$ cat config.mk
export PLATFORM = sky130hd
export DESIGN_NAME = wkes_top
export DESIGN_NICKNAME = d
export VERILOG_FILES = /design/src/hdl/wkes_pkg.sv /design/src/hdl/wkes_det_if.sv /design/src/hdl/wkes_sync.sv /design/src/hdl/wkes_detect.sv /design/src/hdl/wkes_top.sv
export VERILOG_INCLUDE_DIRS = /design/src /design/src/hdl
export SDC_FILE = /design/constraint.sdc
export NUM_CORES = 1
export LEC_CHECK = 0
export BUFFER_PORTS_ARGS = -buffer_cell sky130_fd_sc_hd__clkbuf_2
export CORE_AREA = 4 4 123 125
export CTS_CLUSTER_SIZE = 40
export DETAILED_ROUTE_END_ITERATION = 16
export DIE_AREA = 0 0 127 129
export HOLD_SLACK_MARGIN = 0.15
export PLACE_DENSITY = 0.9
export SYNTH_ARGS = -nofsm -noshare
export SYNTH_HDL_FRONTEND = slang
export SYNTH_SLANG_ARGS = --single-unit
$ cat constraint.sdc
create_clock -name clk_i -period 8.03 [get_ports clk_i]
set_input_delay 1.606 -clock clk_i [delete_from_list [all_inputs] [get_ports clk_i]]
set_output_delay 1.606 -clock clk_i [all_outputs]
set_load 0.05 [all_outputs]
$ cat src/hdl/wkes_regs.svh
/*
 * Register offsets, field positions, valid-bit masks and reset values
 * of the wake-up event status and enable block.
 * Assumes byte addresses on an 8-bit Wishbone address, one 32-bit
 * word per register.
 */
`ifndef WKES_REGS_SVH
`define WKES_REGS_SVH

// ****************************************************************
// Register byte offsets
// ****************************************************************
`define WKES_OFS_STATUS 8'h14
`define WKES_OFS_ENABLE 8'h1c
`define WKES_OFS_TYPE 8'h20
`define WKES_OFS_HIBCTL 8'h24
`define WKES_OFS_MASK 8'h28

// ****************************************************************
// Bit positions in status and enable
// ****************************************************************
`define WKES_BIT_RTC 15
`define WKES_BIT_PWRBTN 14
`define WKES_BIT_USBDEV 13
`define WKES_BIT_USBHOST 12
`define WKES_BIT_MOUSE 11
`define WKES_BIT_KBD 10
`define WKES_BIT_ETH 9
`define WKES_GP_N 8
`define WKES_TYPE_W 4

// ****************************************************************
// Implemented bits and reset values
// ****************************************************************
`define WKES_STATUS_VALID 16'hfeff
`define WKES_ENABLE_VALID 16'hbeff
`define WKES_RST_STATUS 16'h0000
`define WKES_RST_ENABLE 16'h0000
`define WKES_RST_TYPE 32'h0000_0000
`define WKES_RST_MASK 16'h0000
`define WKES_RST_HIB 3'h0

`endif

$ cat src/hdl/wkes_pkg.sv
/*
 * Types of the wake-up event block: wake condition codes and
 * hibernation request codes.
 * Assumes nothing beyond a SystemVerilog compiler.
 */
package wkes_pkg;

    // ************************************************************
    // Wake condition of one general-purpose input
    // ************************************************************
    typedef enum logic [3:0] {
        WKES_WT_LOW = 4'h0,
        WKES_WT_HIGH = 4'h1,
        WKES_WT_FALL = 4'h2,
        WKES_WT_RISE = 4'h3,
        WKES_WT_EDGE = 4'h4
    } wkes_wtype_t;

    // ************************************************************
    // Hibernation request codes
    // ************************************************************
    typedef enum logic [2:0] {
        WKES_HIB_NONE = 3'h0,
        WKES_HIB_SUSPEND = 3'h1,
        WKES_HIB_SLEEP = 3'h3,
        WKES_HIB_SHUTDOWN = 3'h5
    } wkes_hib_t;

endpackage

$ cat src/hdl/wkes_det_if.sv
/*
 * Carrier between the top and the wake condition detector.
 * Assumes one clock shared by both ends.
 */
interface wkes_det_if #(
    parameter int N = 8
);
    logic [N-1:0] level;
    logic [4*N-1:0] wtype;
    logic [N-1:0] hit;

    modport det (
        input level,
        input wtype,
        output hit
    );

    modport top (
        output level,
        output wtype,
        input hit
    );
endinterface

$ cat src/hdl/wkes_sync.sv
/*
 * Two-stage synchroniser for pin inputs.
 * Assumes inputs asynchronous to clk_i; output is safe for logic.
 */
module wkes_sync #(
    parameter int W = 4
) (
    input wire logic clk_i,
    input wire logic rst_i,
    input wire logic [W-1:0] async_i,
    output logic [W-1:0] sync_o
);
    logic [W-1:0] meta_reg;
    logic [W-1:0] sync_reg;

    always_ff @(posedge clk_i) begin
        if (rst_i) begin
            meta_reg <= '0;
            sync_reg <= '0;
        end else begin
            meta_reg <= async_i;
            sync_reg <= meta_reg;
        end
    end

    assign sync_o = sync_reg;
endmodule // wkes_sync

$ cat src/hdl/wkes_detect.sv
/*
 * Per-input wake condition detector for the general-purpose sources.
 * Assumes levels already on clk_i; hit is combinational.
 */
`include "wkes_regs.svh"

module wkes_detect import wkes_pkg::*; (
    input wire logic clk_i,
    input wire logic rst_i,
    wkes_det_if.det det
);
    localparam int N = `WKES_GP_N;
    logic [N-1:0] prev_reg;

    // Previous level, sampled every cycle with no reset of its own; hit is held low only while rst_i is high
    always_ff @(posedge clk_i) begin
        prev_reg <= det.level;
    end

    always_comb begin
        det.hit = '0;
        for (int i = 0; i < N; i++) begin
            case (wkes_wtype_t'(det.wtype[4*i +: 4]))
                WKES_WT_LOW: det.hit[i] = ~det.level[i];
                WKES_WT_HIGH: det.hit[i] = det.level[i];
                WKES_WT_FALL: det.hit[i] = prev_reg[i] & ~det.level[i];
                WKES_WT_RISE: det.hit[i] = ~prev_reg[i] & det.level[i];
                WKES_WT_EDGE: det.hit[i] = prev_reg[i] ^ det.level[i];
                default: det.hit[i] = 1'b0;
            endcase
        end
        if (rst_i) begin
            det.hit = '0;
        end
    end
endmodule // wkes_detect

$ cat src/hdl/wkes_top.sv
/*
 * Wake-up event status and enable register bank, classic Wishbone
 * slave, with interrupt mask and hibernation request register.
 * Assumes internal sources on clk_i; power button and gp pins 2:0
 * asynchronous. por_i marks a power-up reset, resume_i its cause.
 */
// Contract
// - Status bit 15 records a real-time clock alarm wake-up.
// - Status bit 14 records a power button wake-up.
// - Status bits 13..9: USB device, USB host, mouse, keyboard, Ethernet.
// - Status bits 7:0 record the general-purpose wake-up events.
// - Status bits clear on writing one; writing zero keeps them.
// - Enable bit 15 makes the clock alarm a wake-up event.
// - Enable bits 13..9 gate those five sources; 14 and 8 reserved.
// - Enable bits 7:0 gate the general-purpose wake-up events.
// - Type register field decides what wakes from each gp input.
// - Power-up reset from resume clears the enable register.
// - Other power-up reset restores the programmed enable value.
// - Non power-up reset leaves the enable register untouched.
// - Gp positions 7:3 come from internal blocks in sleep.
// - Gp positions 2:0 come from external pins.
// - Type codes: low, high, falling, rising, either edge.
// - Hibernation field accepts 011 sleep, 001 suspend, 101 shutdown.

`include "wkes_regs.svh"

module wkes_top import wkes_pkg::*; #(
    parameter int ADR_W = 8
) (
    input wire logic clk_i,
    input wire logic rst_i,
    input wire logic por_i,
    input wire logic resume_i,
    input wire logic wb_cyc_i,
    input wire logic wb_stb_i,
    input wire logic wb_we_i,
    input wire logic [ADR_W-1:0] wb_adr_i,
    input wire logic [3:0] wb_sel_i,
    input wire logic [31:0] wb_dat_i,
    output logic [31:0] wb_dat_o,
    output logic wb_ack_o,
    input wire logic rtc_intr_i,
    input wire logic pwr_btn_i,
    input wire logic usb_dev_i,
    input wire logic usb_host_i,
    input wire logic mouse_i,
    input wire logic kbd_i,
    input wire logic eth_i,
    input wire logic [7:3] gp_int_i,
    input wire logic [2:0] gp_pin_i,
    output logic irq_o,
    output logic [2:0] hib_mode_o,
    output logic wake_o
);

    // ************************************************************
    // Helper functions
    // ************************************************************
    function automatic logic [31:0] byte_mask(input logic [3:0] sel);
        byte_mask = {{8{sel[3]}}, {8{sel[2]}}, {8{sel[1]}}, {8{sel[0]}}};
    endfunction

    function automatic logic [31:0] merge(input logic [31:0] old,
                                          input logic [31:0] nv,
                                          input logic [31:0] m);
        merge = (old & ~m) | (nv & m);
    endfunction

    function automatic logic hib_code_ok(input logic [2:0] code);
        hib_code_ok = (code == WKES_HIB_SLEEP) ||
                      (code == WKES_HIB_SUSPEND) ||
                      (code == WKES_HIB_SHUTDOWN);
    endfunction

    // ************************************************************
    // Declarations
    // ************************************************************
    logic [15:0] status_reg;
    logic [15:0] status_next;
    logic [15:0] enable_reg;
    logic [15:0] enable_keep_reg;
    logic [31:0] type_reg;
    logic [31:0] type_keep_reg;
    logic [15:0] mask_reg;
    logic [2:0] hib_reg;
    logic ack_reg;
    logic [31:0] dat_reg;
    logic irq_reg;
    logic wake_reg;
    logic [31:0] rd_data;
    logic [31:0] wmask;
    logic [ADR_W-1:0] adr_word;
    logic acc;
    logic wr_now;
    logic wr_status;
    logic wr_enable;
    logic wr_type;
    logic wr_hib;
    logic wr_mask;
    logic [3:0] pins_s;
    logic pwr_btn_s;
    logic [2:0] gp_pin_s;
    logic [15:0] event_vec;
    logic any_event;

    wkes_det_if #(.N(`WKES_GP_N)) det_bus ();

    // ************************************************************
    // Pin synchronisers and gp condition detector
    // ************************************************************
    wkes_sync #(.W(4)) u_sync (
        .clk_i(clk_i),
        .rst_i(rst_i),
        .async_i({pwr_btn_i, gp_pin_i}),
        .sync_o(pins_s)
    );

    assign pwr_btn_s = pins_s[3];
    assign gp_pin_s = pins_s[2:0];

    assign det_bus.level = {gp_int_i, gp_pin_s};
    assign det_bus.wtype = type_reg;

    wkes_detect u_detect (
        .clk_i(clk_i),
        .rst_i(rst_i),
        .det(det_bus)
    );

    // ************************************************************
    // Wake-up events, gated by enable except the power button
    // ************************************************************
    always_comb begin
        event_vec = 16'h0000;
        event_vec[`WKES_BIT_RTC] = rtc_intr_i & enable_reg[`WKES_BIT_RTC];
        event_vec[`WKES_BIT_PWRBTN] = pwr_btn_s;
        event_vec[`WKES_BIT_USBDEV] =
            usb_dev_i & enable_reg[`WKES_BIT_USBDEV];
        event_vec[`WKES_BIT_USBHOST] =
            usb_host_i & enable_reg[`WKES_BIT_USBHOST];
        event_vec[`WKES_BIT_MOUSE] = mouse_i & enable_reg[`WKES_BIT_MOUSE];
        event_vec[`WKES_BIT_KBD] = kbd_i & enable_reg[`WKES_BIT_KBD];
        event_vec[`WKES_BIT_ETH] = eth_i & enable_reg[`WKES_BIT_ETH];
        event_vec[`WKES_GP_N-1:0] =
            det_bus.hit & enable_reg[`WKES_GP_N-1:0];
        if (rst_i || por_i) begin
            event_vec = 16'h0000;
        end
    end

    assign any_event = |event_vec;

    // ************************************************************
    // Wishbone decode
    // ************************************************************
    assign acc = wb_cyc_i & wb_stb_i;
    assign wr_now = acc & wb_we_i & ack_reg;
    assign wmask = byte_mask(wb_sel_i);
    assign adr_word = {wb_adr_i[ADR_W-1:2], 2'b00};

    always_comb begin
        wr_status = 1'b0;
        wr_enable = 1'b0;
        wr_type = 1'b0;
        wr_hib = 1'b0;
        wr_mask = 1'b0;
        if (adr_word == `WKES_OFS_STATUS) begin
            wr_status = wr_now;
        end else if (adr_word == `WKES_OFS_ENABLE) begin
            wr_enable = wr_now;
        end else if (adr_word == `WKES_OFS_TYPE) begin
            wr_type = wr_now;
        end else if (adr_word == `WKES_OFS_HIBCTL) begin
            wr_hib = wr_now;
        end else if (adr_word == `WKES_OFS_MASK) begin
            wr_mask = wr_now;
        end
    end

    always_comb begin
        rd_data = 32'h0000_0000;
        if (adr_word == `WKES_OFS_STATUS) begin
            rd_data = {16'h0000, status_reg};
        end else if (adr_word == `WKES_OFS_ENABLE) begin
            rd_data = {16'h0000, enable_reg};
        end else if (adr_word == `WKES_OFS_TYPE) begin
            rd_data = type_reg;
        end else if (adr_word == `WKES_OFS_HIBCTL) begin
            rd_data = {29'h0000_0000, hib_reg};
        end else if (adr_word == `WKES_OFS_MASK) begin
            rd_data = {16'h0000, mask_reg};
        end
    end

    // One wait state; ack drops the cycle after it was given
    always_ff @(posedge clk_i) begin
        if (rst_i || por_i) begin
            ack_reg <= 1'b0;
        end else begin
            ack_reg <= acc & ~ack_reg;
        end
    end

    always_ff @(posedge clk_i) begin
        if (rst_i || por_i) begin
            dat_reg <= 32'h0000_0000;
        end else if (acc && !ack_reg && !wb_we_i) begin
            dat_reg <= rd_data;
        end
    end

    // ************************************************************
    // Status register
    // ************************************************************
    always_comb begin
        status_next = status_reg;
        if (wr_status) begin
            status_next = status_reg & ~(wb_dat_i[15:0] & wmask[15:0]);
        end
        status_next = status_next | event_vec;
        status_next = status_next & `WKES_STATUS_VALID;
    end

    always_ff @(posedge clk_i) begin
        if (por_i) begin
            status_reg <= `WKES_RST_STATUS;
        end else begin
            status_reg <= status_next;
        end
    end

    // ************************************************************
    // Enable and type registers, retained across all resets but a resume power-up reset
    // ************************************************************
    // Keep copies model the always-on storage
    always_ff @(posedge clk_i) begin
        if (por_i && resume_i) begin
            enable_keep_reg <= `WKES_RST_ENABLE;
        end else if (!por_i && wr_enable) begin
            enable_keep_reg <= 16'(merge({16'h0000, enable_reg},
                wb_dat_i, wmask)
                & {16'h0000, `WKES_ENABLE_VALID});
        end
    end

    always_ff @(posedge clk_i) begin
        if (por_i) begin
            enable_reg <= resume_i ? `WKES_RST_ENABLE : enable_keep_reg;
        end else if (wr_enable) begin
            enable_reg <= 16'(merge({16'h0000, enable_reg}, wb_dat_i, wmask)
                & {16'h0000, `WKES_ENABLE_VALID});
        end
    end

    always_ff @(posedge clk_i) begin
        if (por_i && resume_i) begin
            type_keep_reg <= `WKES_RST_TYPE;
        end else if (!por_i && wr_type) begin
            type_keep_reg <= merge(type_reg, wb_dat_i, wmask);
        end
    end

    always_ff @(posedge clk_i) begin
        if (por_i) begin
            type_reg <= resume_i ? `WKES_RST_TYPE : type_keep_reg;
        end else if (wr_type) begin
            type_reg <= merge(type_reg, wb_dat_i, wmask);
        end
    end

    // ************************************************************
    // Hibernation request and interrupt mask
    // ************************************************************
    always_ff @(posedge clk_i) begin
        if (por_i) begin
            hib_reg <= `WKES_RST_HIB;
        end else if (any_event) begin
            // Wake-up ends the hibernation request
            hib_reg <= WKES_HIB_NONE;
        end else if (wr_hib && wb_sel_i[0] && hib_code_ok(wb_dat_i[2:0])) begin
            hib_reg <= wb_dat_i[2:0];
        end
    end

    always_ff @(posedge clk_i) begin
        if (por_i || rst_i) begin
            mask_reg <= `WKES_RST_MASK;
        end else if (wr_mask) begin
            mask_reg <= 16'(merge({16'h0000, mask_reg}, wb_dat_i, wmask)
                & {16'h0000, `WKES_STATUS_VALID});
        end
    end

    always_ff @(posedge clk_i) begin
        if (por_i || rst_i) begin
            irq_reg <= 1'b0;
            wake_reg <= 1'b0;
        end else begin
            irq_reg <= |(status_next & mask_reg);
            wake_reg <= any_event && (hib_reg != WKES_HIB_NONE);
        end
    end

    assign wb_ack_o = ack_reg;
    assign wb_dat_o = dat_reg;
    assign irq_o = irq_reg;
    assign hib_mode_o = hib_reg;
    assign wake_o = wake_reg;

endmodule // wkes_top

Yosys cells after proc, flatten, opt, wreduce, memory -nomap -nowiden
Index checks and enable logic that the tools add are counted.
- register bits after elaboration: 179
- input bits: 66
- output and inout port bits: 38
- word-level logic and storage cells: 185
- equal/unequal tests: 40
- multiplexer cells: 37
- bitwise logic cells: 65
- reduce and logical (&&, ||, !) cells: 28
- operator list (cell ; number):
    two-way mux 32 bit ; 6
    two-way mux 16 bit ; 7
    bitwise AND 16 bit ; 5
    bitwise AND 32 bit ; 2
    == test 4 x 2 -> 1 bit, second input constant ; 16
    OR 16 bit ; 3
    case mux 1 bit (5 select lines) ; 8
    == test 4 x 1 -> 1 bit, second input constant ; 8
    == test 4 x 3 -> 1 bit, second input constant ; 8
    logical NOT 4 bit ; 8
    inverter 32 bit ; 1
    OR 32 bit ; 1
    OR reduction 16 bit ; 2
    bitwise AND 1 bit ; 26
    == test 6 x 4 -> 1 bit, second input constant ; 3
    inverter 1 bit ; 17
    OR reduction 17 bit ; 1
    inverter 16 bit ; 1
    two-way mux 1 bit ; 15
    == test 6 x 3 -> 1 bit, second input constant ; 2
    bitwise AND 8 bit ; 1
    logical AND 1 bit ; 8
    two-way mux 8 bit ; 1
    XOR 1 bit ; 8
    7 further kinds ; 12

Depth between registers and ports, before layout
- depth after elaboration: 9
- mapped depth: 8
- depth with buffers taken out: 8

By module
A second synthesis with hierarchy kept.
- cell total of the unflattened synthesis: 799
- area, all modules: 7997.7 um^2
- modules (own cells, without submodules) (module ; instances ; cells each ; area each (um^2) ; sequential area each (um^2)):
    wkes_top ; 1 ; 688 ; 6950.4 ; 3663.5
    wkes_detect ; 1 ; 95 ; 837.1 ; 160.2
    wkes_sync ; 1 ; 16 ; 210.2 ; 160.2

Worst setup path after synthesis
Ideal clock, no wire load.
- path kind: input-to-reg
- start: in wb_adr_i[4]
- end: reg type_reg[0] (netlist: det_bus.wtype[0]) (enable)
- library setup time: 470 ps
- arrival: 4632 ps
- required time: 7560 ps
- path slack: 2928 ps
- stages on the path: 3
- path buffers: 0
- path through: nor4b_2 -> nand2b_1 -> o31ai_1
- word-level cells in the longest chain between the ends: 5
- elaborated cells on any way between the ends: 7
- those cells by class: eq/ne (3); mux (3); reduce/logical (1)
- RTL lines (what ; RTL line ; text):
    start, declared ; wkes_top.sv:37 ; input wire logic [ADR_W-1:0] wb_adr_i,
    == test 6 x 4 -> 1 bit (no line) ; -- ;
    two-way mux 1 bit ; wkes_top.sv:171 ; end else if (adr_word == `WKES_OFS_TYPE) begin
    two-way mux 1 bit ; wkes_top.sv:169 ; end else if (adr_word == `WKES_OFS_ENABLE) begin
    two-way mux 1 bit * ; wkes_top.sv:167 ; if (adr_word == `WKES_OFS_STATUS) begin
    nonzero test 2 bit (no line) * ; -- ;
    end signal, assigned ; wkes_top.sv:265 ; type_reg <= resume_i ? `WKES_RST_TYPE : type_keep_reg;
    end signal, assigned ; wkes_top.sv:267 ; type_reg <= merge(type_reg, wb_dat_i, wmask);
    end, declared ; wkes_top.sv:82 ; logic [31:0] type_reg;
Every way passes the cells marked *; elsewhere a longest branch is shown, timed or not.
A chain may end at the register's enable or synchronous reset.

Worst setup path in the final report
- start: in wb_we_i
- end: reg irq_reg (netlist: irq_o)
- word-level cells in the longest chain between the ends: 7
- RTL lines (what ; RTL line ; text):
    start, declared ; wkes_top.sv:36 ; input wire logic wb_we_i,
    bitwise AND 1 bit (2 in a row) ; wkes_top.sv:157 ; assign wr_now = acc & wb_we_i & ack_reg;
    two-way mux 1 bit ; wkes_top.sv:167 ;
    two-way mux 16 bit ; wkes_top.sv:217 ; if (wr_status) begin
    OR 16 bit ; wkes_top.sv:220 ; status_next = status_next | event_vec;
    bitwise AND 16 bit ; wkes_top.sv:299 ; irq_reg <= |(status_next & mask_reg);
    OR reduction 16 bit ; wkes_top.sv:299 ;
    end signal, assigned ; wkes_top.sv:299 ;
    end, declared ; wkes_top.sv:88 ; logic irq_reg;
No other way between the ends.

==> results.cfg <==
[status]
status = finished clean

[floorplanning]
die_area_um2 = 16400
start_util_pct = 59.6
die_height_um = 129
rows = 43
die_width_um = 127
io_pins = 104
core_um2 = 13900

[timing]
hold_ws_ns = 0.397
period_minus_slack_ns = 4.09
finalSetupViolCount = 0
tns_ns = 0
relSlewSlack_pct = 30.0
fmax_mhz = 245
rsz0062_at_grt = false
period_share_pct = 50.9
maxSlewViolCount = 0
skew_ns = 0.00728
hold_viol_final = 0
worst_pin_slew_ns = 1.05

[hold_path]
hold_path.startpoint = u_sync.sync_o[0]
min_path_type = reg2reg

[drt]
num_vias = 7454
wl_per_cell_um = 19.1
drcViolationCount = 0
finalWirelength_um = 22700
firstDrtPassIters = 6
ant_nets = 0
vias_per_cell = 6.26
drtIter0Drc = 1171

[clocking]
clkSinkCount = 176
cts_setup_buffers = 0
htree_levels = 4
clkTransAtPathRegs_ns = 0.07
cts_root_buf = clkbuf_16
ctsResizeCount = 0
cts_tree = yes
clkLatencyLatePin_ns = 0.44
clk_path_buf_depth = 2
hold_buffers = 0
cts_buffers = 17

[power]
power_frac_comb_pct = 8.0
swShare_pct = 24.4
seqPwrFrac_pct = 48.6
p_leak_uw = 0.00370
p_total_uw = 1970
powerDensity_nw_per_um2 = 208
p_switching_uw = 481
ir_drop_mv = 0.174
p_int_uw = 1490
power_frac_clock_pct = 43.3

[logic_synthesis]
synth-edff-count = 46
synth_cells = 932
synth_area_per_cell_um2 = 8.88
ys_ff_latch = 176
async_flop_share_pct = 0
ys_types = 57
syn_nets = 1014
yosys_warnings = 0
synth-seq-area-share_pct = 48.1
synthFlopType = dfxtp_1
synth_area_um2 = 8280

[grt]
overflow = 0
grt_use_met1_pct = 34.4
top_usage_layer = met2
grt_max_degree = 67
grt_antenna_before_repair = 0
use_met2_pct = 46.2
grt_pass1_vias = 7091
grt_pass1_wl_um = 36000
met3_usage_pct = 6.68
groute.usage.overall_pct = 27.9

[worst_setup_path]
startpoint = wb_we_i
max_stage_delay_ns = 1.06
cp_cell_sequence = clkbuf_2, nand4_1, nor3_1, nand3_1, a22oi_1, o221a_2, a31oi_1
critPathKind = in2reg
critPathLaunchType = input port
required_ns = 8.34
cp.arrival_ns = 4.39
worst-path-buf-inv = 1
worstSetupEndpointType = flip-flop
cpMaxStageDelayCell = nor3_1
crit_fanout = 14
path_delay_family = simple AND/OR/NAND/NOR gates
r2r_start = wb_ack_o

[final_layout]
diodes = 0
drive_gt1_share_pct = 15.5
multiInputGateArea_um2 = 3920
syn2layout_area_growth_pct = 14.4
regArea_um2 = 3980
utilization_pct = 68.2
n_fill_cell = 1077
nets = 1080

[run]
drv.max_cap_violation_count = 0

[placed_design]
hpwl_um = 14900
port_buffers = 101
globalplace.congestion = 1.01
[cells by family (layout without fill, tap and decap cells)]
| family | after synthesis | in the layout | share of synthesized area, % |
|---|---|---|---|
| buffers and inverters | 104 | 183 | 4.75 |
| XOR/XNOR | 7 | 7 | 0.741 |
| flip-flops | 176 | 176 | 48.1 |
| multiplexers | 55 | 55 | 6.73 |
| AO/OA/AOI/OAI | 251 | 251 | 17.9 |
| adder cells (fa/ha/maj) | 16 | 16 | 2.42 |
| AND/OR/NAND/NOR | 323 | 323 | 19.3 |
[power groups by stage]
stage	registers [µW]	logic (µW)	clock network, µW
after detailed placement	976	152	0
after global placement	975	148	0
final	958	159	853
after global routing	960	171	890
after floorplan	971	97.3	0
after CTS	957	154	855
[worst reg2reg max path, delay by kind of cell, from the launching register on]
kind               cells  cell delay [ns]
and+or+nand+nor        3             2.00
AOI/OAI and AO/OA      3             0.68
DFF                    1             0.40
[synthesized netlist by cell type (19+ instances only)]
master / count / share of area [%]
a21oi_1: 86 / 5.2
mux2i_1: 50 / 6.0
nor2_1: 93 / 4.2
nand3_1: 27 / 1.6
nand2_1: 88 / 4.0
dfxtp_1: 130 / 31
inv_1: 40 / 1.8
edfxtp_1: 46 / 17
clkbuf_1: 54 / 2.4
o21ai_0: 88 / 5.3
a22oi_1: 19 / 1.7
nand3b_1: 33 / 3.0
[cell type report]
cell class / instances / share of cell area (%)
clock buffers: 18 / 4.64
flip-flops and latches: 176 / 42.1
well taps: 180 / 2.38
clock inverters: 14 / 1.72
repair buffers: 111 / 6.16
multi-input cells: 652 / 41.4
inverters: 40 / 1.59
[per-stage QoR]
step	instance area, µm²	setup slack, ns	instances
2_1_floorplan	8280	2.93	932
3_3_place_gp	8870	3.76	1159
3_5_place_dp	8870	3.68	1159
4_1_cts	9470	4.14	1191
5_1_grt	9470	3.86	1191
6_report	9470	3.94	1191
[layout by cell type, fill, tap and decap left out, types with 5 or more instances in the layout]
master     Yosys  routed
a31oi_1        5       5
mux2_2         5       5
a21boi_0       5       5
nand2_1       88      88
buf_4          0      11
mux2i_1       50      50
nand3_1       27      27
clkbuf_16      0      17
o21ai_0       88      87
nor2_1        93      93
clkinv_2       0       5
o22ai_1       12      12
a21oi_1       86      86
nor3_1         8       7
clkbuf_2       0     100
inv_1         40      40
nor3b_1        7       7
nand2b_1      17      17
and3_1         6       6
edfxtp_1      46      46
dfxtp_1      130     130
ha_1          16      16
or3_1         13      13
nand3b_1      33      33
a22oi_1       19      19
nor2b_1       12      12
[final timing paths]
check	to	slack [ns]	cells after the start
worst max-delay path	irq_o	3.94	7
worst min-delay path	u_detect.prev_reg[0]	0.40	0
worst max register to register	irq_o	4.80	6
worst min register to register	u_detect.prev_reg[0]	0.40	0
[metal layers]
| metal | share of wire, % | vias up |
|---|---|---|
| met5 | 0 | - |
| met4 | 3.6 | 0 |
| li1 | - | 3447 |
| met2 | 47 | 456 |
| met3 | 10 | 87 |
| met1 | 39 | 3464 |
Note: power is estimated with default switching activity, not from simulation.
